**src/qpte_pkg.sv**
```systemverilog
// Package with constants and carrier types for the QoS timeout enforcer
package qpte_pkg;

   // ==========================================
   // Parameter type codes and defaults
   // ==========================================
   localparam logic [7:0]  QPTE_TYPE_MIN_RATE   = 8'h0A;
   localparam logic [7:0]  QPTE_TYPE_MIN_PKT    = 8'h0B;
   localparam logic [7:0]  QPTE_TYPE_ACT_TMO    = 8'h0C;
   localparam logic [7:0]  QPTE_TYPE_ADM_TMO    = 8'h0D;
   localparam logic [7:0]  QPTE_TYPE_VENDOR     = 8'h2B;
   localparam logic [7:0]  QPTE_TYPE_VENDOR_ID  = 8'h08;
   localparam logic [31:0] QPTE_DEF_MIN_RATE    = 32'h0000_0000;
   localparam logic [15:0] QPTE_DEF_ACT_TMO     = 16'h0000;
   localparam logic [15:0] QPTE_DEF_ADM_TMO_S   = 16'h00C8;
   localparam logic [15:0] QPTE_DEF_MIN_PKT     = 16'h0040;

   // ==========================================
   // Timing
   // ==========================================
   localparam int          QPTE_CLK_MHZ         = 125;
   localparam int          QPTE_TICK_S          = 1;
   localparam int          QPTE_TICK_CYCLES     = QPTE_TICK_S * QPTE_CLK_MHZ * 1000000;
   localparam logic [15:0] QPTE_TMO_ZERO        = 16'h0000;

   // ==========================================
   // Carrier types
   // ==========================================
   typedef struct packed {
      logic        rate_present;
      logic [31:0] min_rate;
      logic        pkt_present;
      logic [15:0] min_pkt;
      logic        act_present;
      logic [15:0] act_tmo;
      logic        adm_present;
      logic [15:0] adm_tmo;
      logic        activate;
      logic        active_null;
      logic        adm_exceeds;
   } qpte_qos_msg_t;

   typedef struct packed {
      logic        valid;
      logic        set_active_null;
      logic        set_admitted_null;
      logic        adm_to_active;
      logic        release_admitted;
   } qpte_dsc_req_t;

endpackage

```
**src/qpte_accum.sv**
```systemverilog
// Reserved-rate byte accumulator with minimum packet size padding
`timescale 1ns/100ps
module qpte_accum
   import qpte_pkg::*;
(
   input  wire logic        mclk,
   input  wire logic        rst_n,
   input  wire logic        pkt_valid,
   input  wire logic [15:0] pkt_bytes,
   input  wire logic [15:0] min_pkt,
   input  wire logic        clear,
   output logic [47:0]      byte_count
);

   logic [47:0] cnt_reg;
   logic [47:0] cnt_next;
   logic [15:0] eff;

   always_comb begin
      eff = (pkt_bytes < min_pkt) ? min_pkt : pkt_bytes;
      cnt_next = cnt_reg;
      if (clear) begin
         cnt_next = 48'h0000_0000_0000;
      end else if (pkt_valid) begin
         cnt_next = cnt_reg + {32'h0000_0000, eff};
      end
   end

   always_ff @(posedge mclk or negedge rst_n) begin
      if (!rst_n) begin
         cnt_reg <= 48'h0000_0000_0000;
      end else begin
         cnt_reg <= cnt_next;
      end
   end

   assign byte_count = cnt_reg;

endmodule

```
**src/qpte_countdown.sv**
```systemverilog
// Loadable seconds countdown used by both QoS timeouts
`timescale 1ns/100ps
module qpte_countdown
   import qpte_pkg::*;
(
   input  wire logic        mclk,
   input  wire logic        rst_n,
   input  wire logic        load,
   input  wire logic [15:0] load_val,
   input  wire logic        run,
   input  wire logic        tick,
   output logic             expire
);

   logic [15:0] cnt_reg;
   logic [15:0] cnt_next;
   logic        exp_reg;
   logic        exp_next;

   always_comb begin
      cnt_next = cnt_reg;
      exp_next = 1'b0;
      if (load) begin
         cnt_next = load_val;
      end else if (run && tick && cnt_reg != QPTE_TMO_ZERO) begin
         cnt_next = cnt_reg - 16'h0001;
         exp_next = (cnt_reg == 16'h0001);
      end
   end

   always_ff @(posedge mclk or negedge rst_n) begin
      if (!rst_n) begin
         cnt_reg <= 16'h0000;
         exp_reg <= 1'b0;
      end else begin
         cnt_reg <= cnt_next;
         exp_reg <= exp_next;
      end
   end

   assign expire = exp_reg;

endmodule

```
**src/qpte_top.sv**
```systemverilog
// QoS parameter interpreter and active/admitted timeout enforcer
`timescale 1ns/100ps
module qpte_top
   import qpte_pkg::*;
#(
   parameter int TICK_CYCLES = QPTE_TICK_CYCLES
)(
   input  wire logic          mclk,
   input  wire logic          rst_b,
   input  wire qpte_qos_msg_t msg,
   input  wire logic          msg_ack,
   input  wire logic [15:0]   prov_act_tmo,
   input  wire logic [15:0]   prov_adm_tmo,
   input  wire logic          pkt_valid,
   input  wire logic [15:0]   pkt_bytes,
   input  wire logic          req_valid,
   input  wire logic [31:0]   req_rate,
   input  wire logic          vend_valid,
   input  wire logic [7:0]    vend_first_type,
   input  wire logic          dsc_ready,
   output qpte_dsc_req_t      dsc,
   output logic [31:0]        grant_rate,
   output logic [31:0]        excess_rate,
   output logic               vend_accept,
   output logic               vend_discard,
   output logic [47:0]        byte_count,
   output logic [15:0]        act_tmo_used,
   output logic [15:0]        adm_tmo_used,
   output logic               active_on,
   output logic               adm_on
);

   // ==========================================
   // Reset synchroniser
   // ==========================================
   logic rst_s1_reg;
   logic rst_n;

   always_ff @(posedge mclk or negedge rst_b) begin
      if (!rst_b) begin
         rst_s1_reg <= 1'b0;
         rst_n      <= 1'b0;
      end else begin
         rst_s1_reg <= 1'b1;
         rst_n      <= rst_s1_reg;
      end
   end

   // ==========================================
   // One-second tick divider
   // ==========================================
   logic [31:0] div_reg;
   logic [31:0] div_next;
   logic        tick;

   always_comb begin
      div_next = (div_reg == 32'(TICK_CYCLES - 1)) ? 32'h0000_0000 : div_reg + 32'h0000_0001;
   end

   always_ff @(posedge mclk or negedge rst_n) begin
      if (!rst_n) begin
         div_reg <= 32'h0000_0000;
      end else begin
         div_reg <= div_next;
      end
   end

   assign tick = (div_reg == 32'(TICK_CYCLES - 1));

   // ==========================================
   // Parameter interpretation on accepted messages
   // ==========================================
   logic        accept;
   logic [15:0] act_req;
   logic [15:0] adm_req;
   logic [15:0] adm_clip;
   logic [15:0] act_clip;

   assign accept = msg_ack;

   always_comb begin
      act_req  = msg.act_present ? msg.act_tmo : QPTE_DEF_ACT_TMO;
      adm_req  = msg.adm_present ? msg.adm_tmo : QPTE_DEF_ADM_TMO_S;
      adm_clip = (adm_req > prov_adm_tmo) ? prov_adm_tmo : adm_req;
      act_clip = (act_req > adm_clip) ? adm_clip : act_req;
      if (act_clip > prov_act_tmo) begin
         act_clip = prov_act_tmo;
      end
   end

   // ==========================================
   // Flow state registers
   // ==========================================
   logic [31:0] rate_reg;
   logic [31:0] rate_next;
   logic [15:0] mpkt_reg;
   logic [15:0] mpkt_next;
   logic [15:0] act_reg;
   logic [15:0] act_next;
   logic [15:0] adm_reg;
   logic [15:0] adm_next;
   logic        aon_reg;
   logic        aon_next;
   logic        don_reg;
   logic        don_next;
   logic        act_exp;
   logic        adm_exp;
   logic        pend_reg;
   logic        pend_next;
   logic        act_hit_reg;
   logic        act_hit_next;
   logic        adm_hit_reg;
   logic        adm_hit_next;
   logic        act_hold;
   logic        adm_hold;
   logic        act_fire;
   logic        adm_fire;
   qpte_dsc_req_t dsc_reg;
   qpte_dsc_req_t dsc_next;

   always_comb begin
      rate_next = rate_reg;
      mpkt_next = mpkt_reg;
      act_next  = act_reg;
      adm_next  = adm_reg;
      aon_next  = aon_reg;
      don_next  = don_reg;
      pend_next = pend_reg;
      dsc_next  = dsc_reg;
      act_fire  = 1'b0;
      adm_fire  = 1'b0;
      if (pend_reg && dsc_ready) begin
         pend_next = 1'b0;
         dsc_next  = '0;
      end
      if (accept) begin
         rate_next = msg.rate_present ? msg.min_rate : QPTE_DEF_MIN_RATE;
         mpkt_next = msg.pkt_present ? msg.min_pkt : QPTE_DEF_MIN_PKT;
         act_next  = act_clip;
         adm_next  = adm_clip;
         if (msg.active_null) begin
            aon_next = 1'b0;
         end else if (msg.activate) begin
            aon_next = (act_clip != QPTE_TMO_ZERO);
         end
         don_next = msg.adm_exceeds && (adm_clip != QPTE_TMO_ZERO);
      end else if (act_hold && aon_reg && !pend_next) begin
         act_fire  = 1'b1;
         aon_next  = 1'b0;
         don_next  = 1'b0;
         rate_next = QPTE_DEF_MIN_RATE;
         pend_next = 1'b1;
         dsc_next  = '{valid: 1'b1, set_active_null: 1'b1,
                       set_admitted_null: 1'b1, adm_to_active: 1'b0,
                       release_admitted: 1'b1};
      end else if (adm_hold && don_reg && !pend_next) begin
         adm_fire  = 1'b1;
         don_next  = 1'b0;
         pend_next = 1'b1;
         dsc_next  = '{valid: 1'b1, set_active_null: 1'b0,
                       set_admitted_null: 1'b0, adm_to_active: 1'b1,
                       release_admitted: 1'b1};
      end
   end

   always_ff @(posedge mclk or negedge rst_n) begin
      if (!rst_n) begin
         rate_reg <= QPTE_DEF_MIN_RATE;
         mpkt_reg <= QPTE_DEF_MIN_PKT;
         act_reg  <= QPTE_DEF_ACT_TMO;
         adm_reg  <= QPTE_DEF_ADM_TMO_S;
         aon_reg  <= 1'b0;
         don_reg  <= 1'b0;
         pend_reg <= 1'b0;
         dsc_reg  <= '0;
      end else begin
         rate_reg <= rate_next;
         mpkt_reg <= mpkt_next;
         act_reg  <= act_next;
         adm_reg  <= adm_next;
         aon_reg  <= aon_next;
         don_reg  <= don_next;
         pend_reg <= pend_next;
         dsc_reg  <= dsc_next;
      end
   end

   // ==========================================
   // Expiry latches
   // ==========================================
   // Expiry waits here while an earlier request is unanswered
   assign act_hold = act_hit_reg | act_exp;
   assign adm_hold = adm_hit_reg | adm_exp;

   always_comb begin
      act_hit_next = act_hold;
      adm_hit_next = adm_hold;
      if (pkt_valid || req_valid) begin
         act_hit_next = act_exp;   // Fresh traffic voids a held active expiry
      end
      if (accept || act_fire) begin
         act_hit_next = 1'b0;
         adm_hit_next = 1'b0;
      end else if (adm_fire) begin
         adm_hit_next = 1'b0;
      end
   end

   always_ff @(posedge mclk or negedge rst_n) begin
      if (!rst_n) begin
         act_hit_reg <= 1'b0;
         adm_hit_reg <= 1'b0;
      end else begin
         act_hit_reg <= act_hit_next;
         adm_hit_reg <= adm_hit_next;
      end
   end

   // ==========================================
   // Timeout counters
   // ==========================================
   logic act_load;
   logic activity;

   assign activity = pkt_valid | req_valid;
   assign act_load = accept | (activity & aon_reg);

   qpte_countdown u_act_cnt (
      .mclk     (mclk),
      .rst_n    (rst_n),
      .load     (act_load),
      .load_val (accept ? act_clip : act_reg),
      .run      (aon_reg),
      .tick     (tick),
      .expire   (act_exp)
   );

   qpte_countdown u_adm_cnt (
      .mclk     (mclk),
      .rst_n    (rst_n),
      .load     (accept),
      .load_val (adm_clip),
      .run      (don_reg),
      .tick     (tick),
      .expire   (adm_exp)
   );

   // ==========================================
   // Byte accounting
   // ==========================================
   qpte_accum u_accum (
      .mclk       (mclk),
      .rst_n      (rst_n),
      .pkt_valid  (pkt_valid),
      .pkt_bytes  (pkt_bytes),
      .min_pkt    (mpkt_reg),
      .clear      (1'b0),
      .byte_count (byte_count)
   );

   // ==========================================
   // Grant and vendor screening outputs
   // ==========================================
   logic [31:0] grant_reg;
   logic [31:0] grant_next;
   logic [31:0] exc_reg;
   logic [31:0] exc_next;
   logic        vacc_reg;
   logic        vacc_next;
   logic        vdis_reg;
   logic        vdis_next;

   always_comb begin
      grant_next = grant_reg;
      exc_next   = exc_reg;
      if (req_valid) begin
         grant_next = (req_rate < rate_reg) ? req_rate : rate_reg;
         exc_next   = (req_rate < rate_reg) ? rate_reg - req_rate : 32'h0000_0000;
      end
      vacc_next = vend_valid && (vend_first_type == QPTE_TYPE_VENDOR_ID);
      vdis_next = vend_valid && (vend_first_type != QPTE_TYPE_VENDOR_ID);
   end

   always_ff @(posedge mclk or negedge rst_n) begin
      if (!rst_n) begin
         grant_reg <= 32'h0000_0000;
         exc_reg   <= 32'h0000_0000;
         vacc_reg  <= 1'b0;
         vdis_reg  <= 1'b0;
      end else begin
         grant_reg <= grant_next;
         exc_reg   <= exc_next;
         vacc_reg  <= vacc_next;
         vdis_reg  <= vdis_next;
      end
   end

   assign grant_rate   = grant_reg;
   assign excess_rate  = exc_reg;
   assign vend_accept  = vacc_reg;
   assign vend_discard = vdis_reg;
   assign dsc          = dsc_reg;
   assign act_tmo_used = act_reg;
   assign adm_tmo_used = adm_reg;
   assign active_on    = aon_reg;
   assign adm_on       = don_reg;

endmodule

```
**config.mk**
```make
export PLATFORM = sky130hd
export DESIGN_NAME = qpte_top
export DESIGN_NICKNAME = d
export VERILOG_FILES = /design/src/qpte_pkg.sv /design/src/qpte_accum.sv /design/src/qpte_countdown.sv /design/src/qpte_top.sv
export SDC_FILE = /design/constraint.sdc
export NUM_CORES = 1
export LEC_CHECK = 0
export BUFFER_PORTS_ARGS = -buffer_cell sky130_fd_sc_hd__buf_2
export CORE_AREA = 4 4 220 158
export CTS_BUF_LIST = sky130_fd_sc_hd__clkbuf_4 sky130_fd_sc_hd__clkbuf_8 sky130_fd_sc_hd__clkbuf_16
export DETAILED_ROUTE_END_ITERATION = 7
export DIE_AREA = 0 0 224 162
export PLACE_DENSITY = 0.77
export SLEW_MARGIN = 5
export SYNTH_ARGS = -nofsm -noshare
export SYNTH_HDL_FRONTEND = slang
export SYNTH_SLANG_ARGS = --single-unit
```
**constraint.sdc**
```tcl
create_clock -name mclk -period 8.1 [get_ports mclk]
set_input_delay 0.81 -clock mclk [delete_from_list [all_inputs] [get_ports mclk]]
set_output_delay 0.81 -clock mclk [all_outputs]
set_load 0.005 [all_outputs]
```
==> results.ini <==
[synth]
synth_seq_cells = 272
yosys-top-cells-area = dfrtp_1, ha_1, mux2_2
synthAdderAreaFrac_pct = 9.005
synth_compound_area_share_pct = 14.50
ys_warn_count = 0
syn_area_per_cell_sq_um = 9.599
synthesis.area_sq_mm = 0.01642
async_reset_ff_share_pct = 100.0
synth_edf_count = 0
ys_seq_area_share_pct = 41.47
synth_top_family_by_area = compound AO/OA/AOI/OAI gates
synthFlopType = dfrtp_1
yosysTopAreaCell = dfrtp_1
syn_inst = 1711
synth_top_area_share_pct = 40.83
synthXorXnorAreaFrac_pct = 7.039
yosys.area_share.simple_pct = 13.75
synth.net_count = 2010
ys_types = 71
synthMuxAreaShare_pct = 8.883

[worst_setup_path]
critPathKind = input port to flip-flop
path_max_fanout = 18
critPathBufInv = 4
required_ns = 8.54
cp-end-kind = flip-flop
regToRegStartpoint = mpkt_reg[1]
crit_top_cell = ha_1
path_delay_family = compound AO/OA/AOI/OAI gates
setup.worst_path.start = msg[19]
slowest_delay_ns = 0.70
crit_arrival_ns = 7.66
crit_slowest_cell = o31a_1
startpoint_type = input port
rrSetupSlack_ns = 1.92

[detailed_routing]
drt_wl_total_microns = 46810
final_antenna_net_count = 0
drc = 0
dr_total_vias = 13940
vias_per_cell = 5.601
wl_per_cell_microns = 18.80
dr.pass1.iters = 5
drt_iter0_drc = 1097

[cts]
cts_root_buf = clkbuf_16
numCtsBuffers = 28
cts-htree-levels = 1
cts_hold_buf = 0
postCtsResizedCells = 0
cts_sinks = 272
clk_latency_ns = 0.57
post_cts_buffers = 0
path_clk_slew_ns = 0.06
clockBufferDepth = 3
cts_tree = yes

[timing]
tightest_slew_ns = 1.159
period_needed_ns = 7.220
max_freq_mhz = 138.5
finClkSkew_ns = 0.03128
setup_violations = 0
tns_ns = 0
finalMaxSlewViolations = 0
relSlewSlack_pct = 22.54
post-route-period-util_pct = 89.14
rsz0062_at_grt = false
hold_viol = 0
holdWs_ns = 0.03096

[global_route]
grt_pass1_wl_microns = 74190
grt.overflow.total = 0
grt_max_degree = 160
grtUsageTotal_pct = 25.03
first_global_vias = 13930
antenna_found_initial = 7

[die]
die_width_microns = 224
rows = 56
dieArea_sq_mm = 0.03629
start_util_pct = 49.98
die_y_microns = 162
core-area_sq_mm = 0.03286
ioPinCount = 335

[final_layout]
layout_commonest_cell = buf_2
area_growth_pct = 19.19
nets = 2331
final_cell_mix = buf_2, dfrtp_1, inv_1
layout-drive-gt1-share_pct = 24.37
largest_reg_flops = 48

[pwr]
p_sw_share_pct = 31.91
clockPowerShare_pct = 32.2
ir_drop_uv = 178.0
power_mw = 4.440
seqPwrFrac_pct = 38.2
pwr-share-comb_pct = 29.6
internal_power_mw = 3.023
cellLeakagePower_nw = 9.982
power_density_mw_per_mm2 = 226.8
p_switching_mw = 1.417

[job]
maxCapViolCount = 0

[placement]
dp_hpwl_microns = 35450
portBuffers = 334
place.gp.congestion = 0.9167

[hold_path]
hold_path_class = input port to asynchronous set/reset pin

[outcome]
status = completed

power groups by stage:
stage                     Combinational (mW)  Sequential, mW  Clock [mW]
after floorplan                        0.848            1.71           0
after global placement                  1.26            1.71           0
after detailed placement                1.30            1.72           0
after CTS                               1.31            1.69        1.46
after global routing                    1.46            1.72        1.52
final                                   1.31            1.70        1.43
worst reg2reg max path, stage by stage (launching register included):
cell,delay (ns)
dfrtp_1,0.38
inv_1,0.07
ha_1,0.23
a21o_1,0.16
a21o_1,0.17
a21o_1,0.17
a21o_1,0.17
a21o_1,0.17
a21o_1,0.19
a211o_1,0.33
a21oi_2,0.19
buf_4,0.27
mux2_2,0.37
ha_1,0.21
fa_1,0.42
a21oi_1,0.15
o21bai_1,0.12
a21oi_1,0.25
o21ai_0,0.19
a21oi_1,0.24
o21ai_0,0.24
a21oi_1,0.70
nor2_1,0.37
nand4_1,0.22
xnor2_1,0.13
Yosys cell counts, drive strengths merged, types with 18 or more instances:
master  number
dfrtp      268
inv        160
nor2       138
nand2      117
ha         115
a21oi      110
o21ai       77
xor2        68
mux2        67
mux2i       67
xnor2       64
nand3       55
clkbuf      45
a21o        41
a22o        32
o21a        29
nand4       28
nor3        25
and3        18
worst paths after layout:
check,depth (start not counted),end
max,27,active_on
min,1,rst_n
max reg2reg,24,u_accum.byte_count[36]
min reg2reg,0,vend_discard
max in group asynchronous,1,rate_reg[0]
min in group mclk,0,rst_n
routing by layer:
metal | up-vias | track usage [%] | routed length, microns
met1 | 6746 | 37.82 | 21990
met2 | 510 | 37.05 | 20020
met4 | 8 | 7.169 | 1437
met3 | 95 | 4.426 | 3315
met5 | - | 0 | 45
li1 | 6581 | - | -
logic make-up (layout without fill, tap and decap cells):
group,count (synthesis),in the layout
simple gates,470,470
compound gates,364,364
flops,272,272
buf+inv,221,562
mux,134,134
xor+xnor,132,132
fa+ha+maj,117,117
other cells,1,3
layout make-up:
class,instances,area (sq um)
diodes,2,5.005
inverters,160,600.6
fillers,2886,13290
multi-input cells,1218,8763
clock buffers,40,834.6
repair buffers,352,1822
well taps,435,544.3
flip-flops and latches,272,6815
clock inverters,10,190.2
per-stage QoR:
stage                     setup slack, ns  instance area, sq um  util, %  cells
after detailed placement           0.4108                 18550    56.43   2437
after global routing               0.4241                 19570    59.56   2488
after CTS                          0.9842                 19570    59.55   2487
final                              0.8800                 19580    59.57   2489
after global placement             0.6597                 18550    56.43   2437
after floorplan                     1.034                 16420        -   1711
Note: power is estimated with default switching activity, not from simulation.
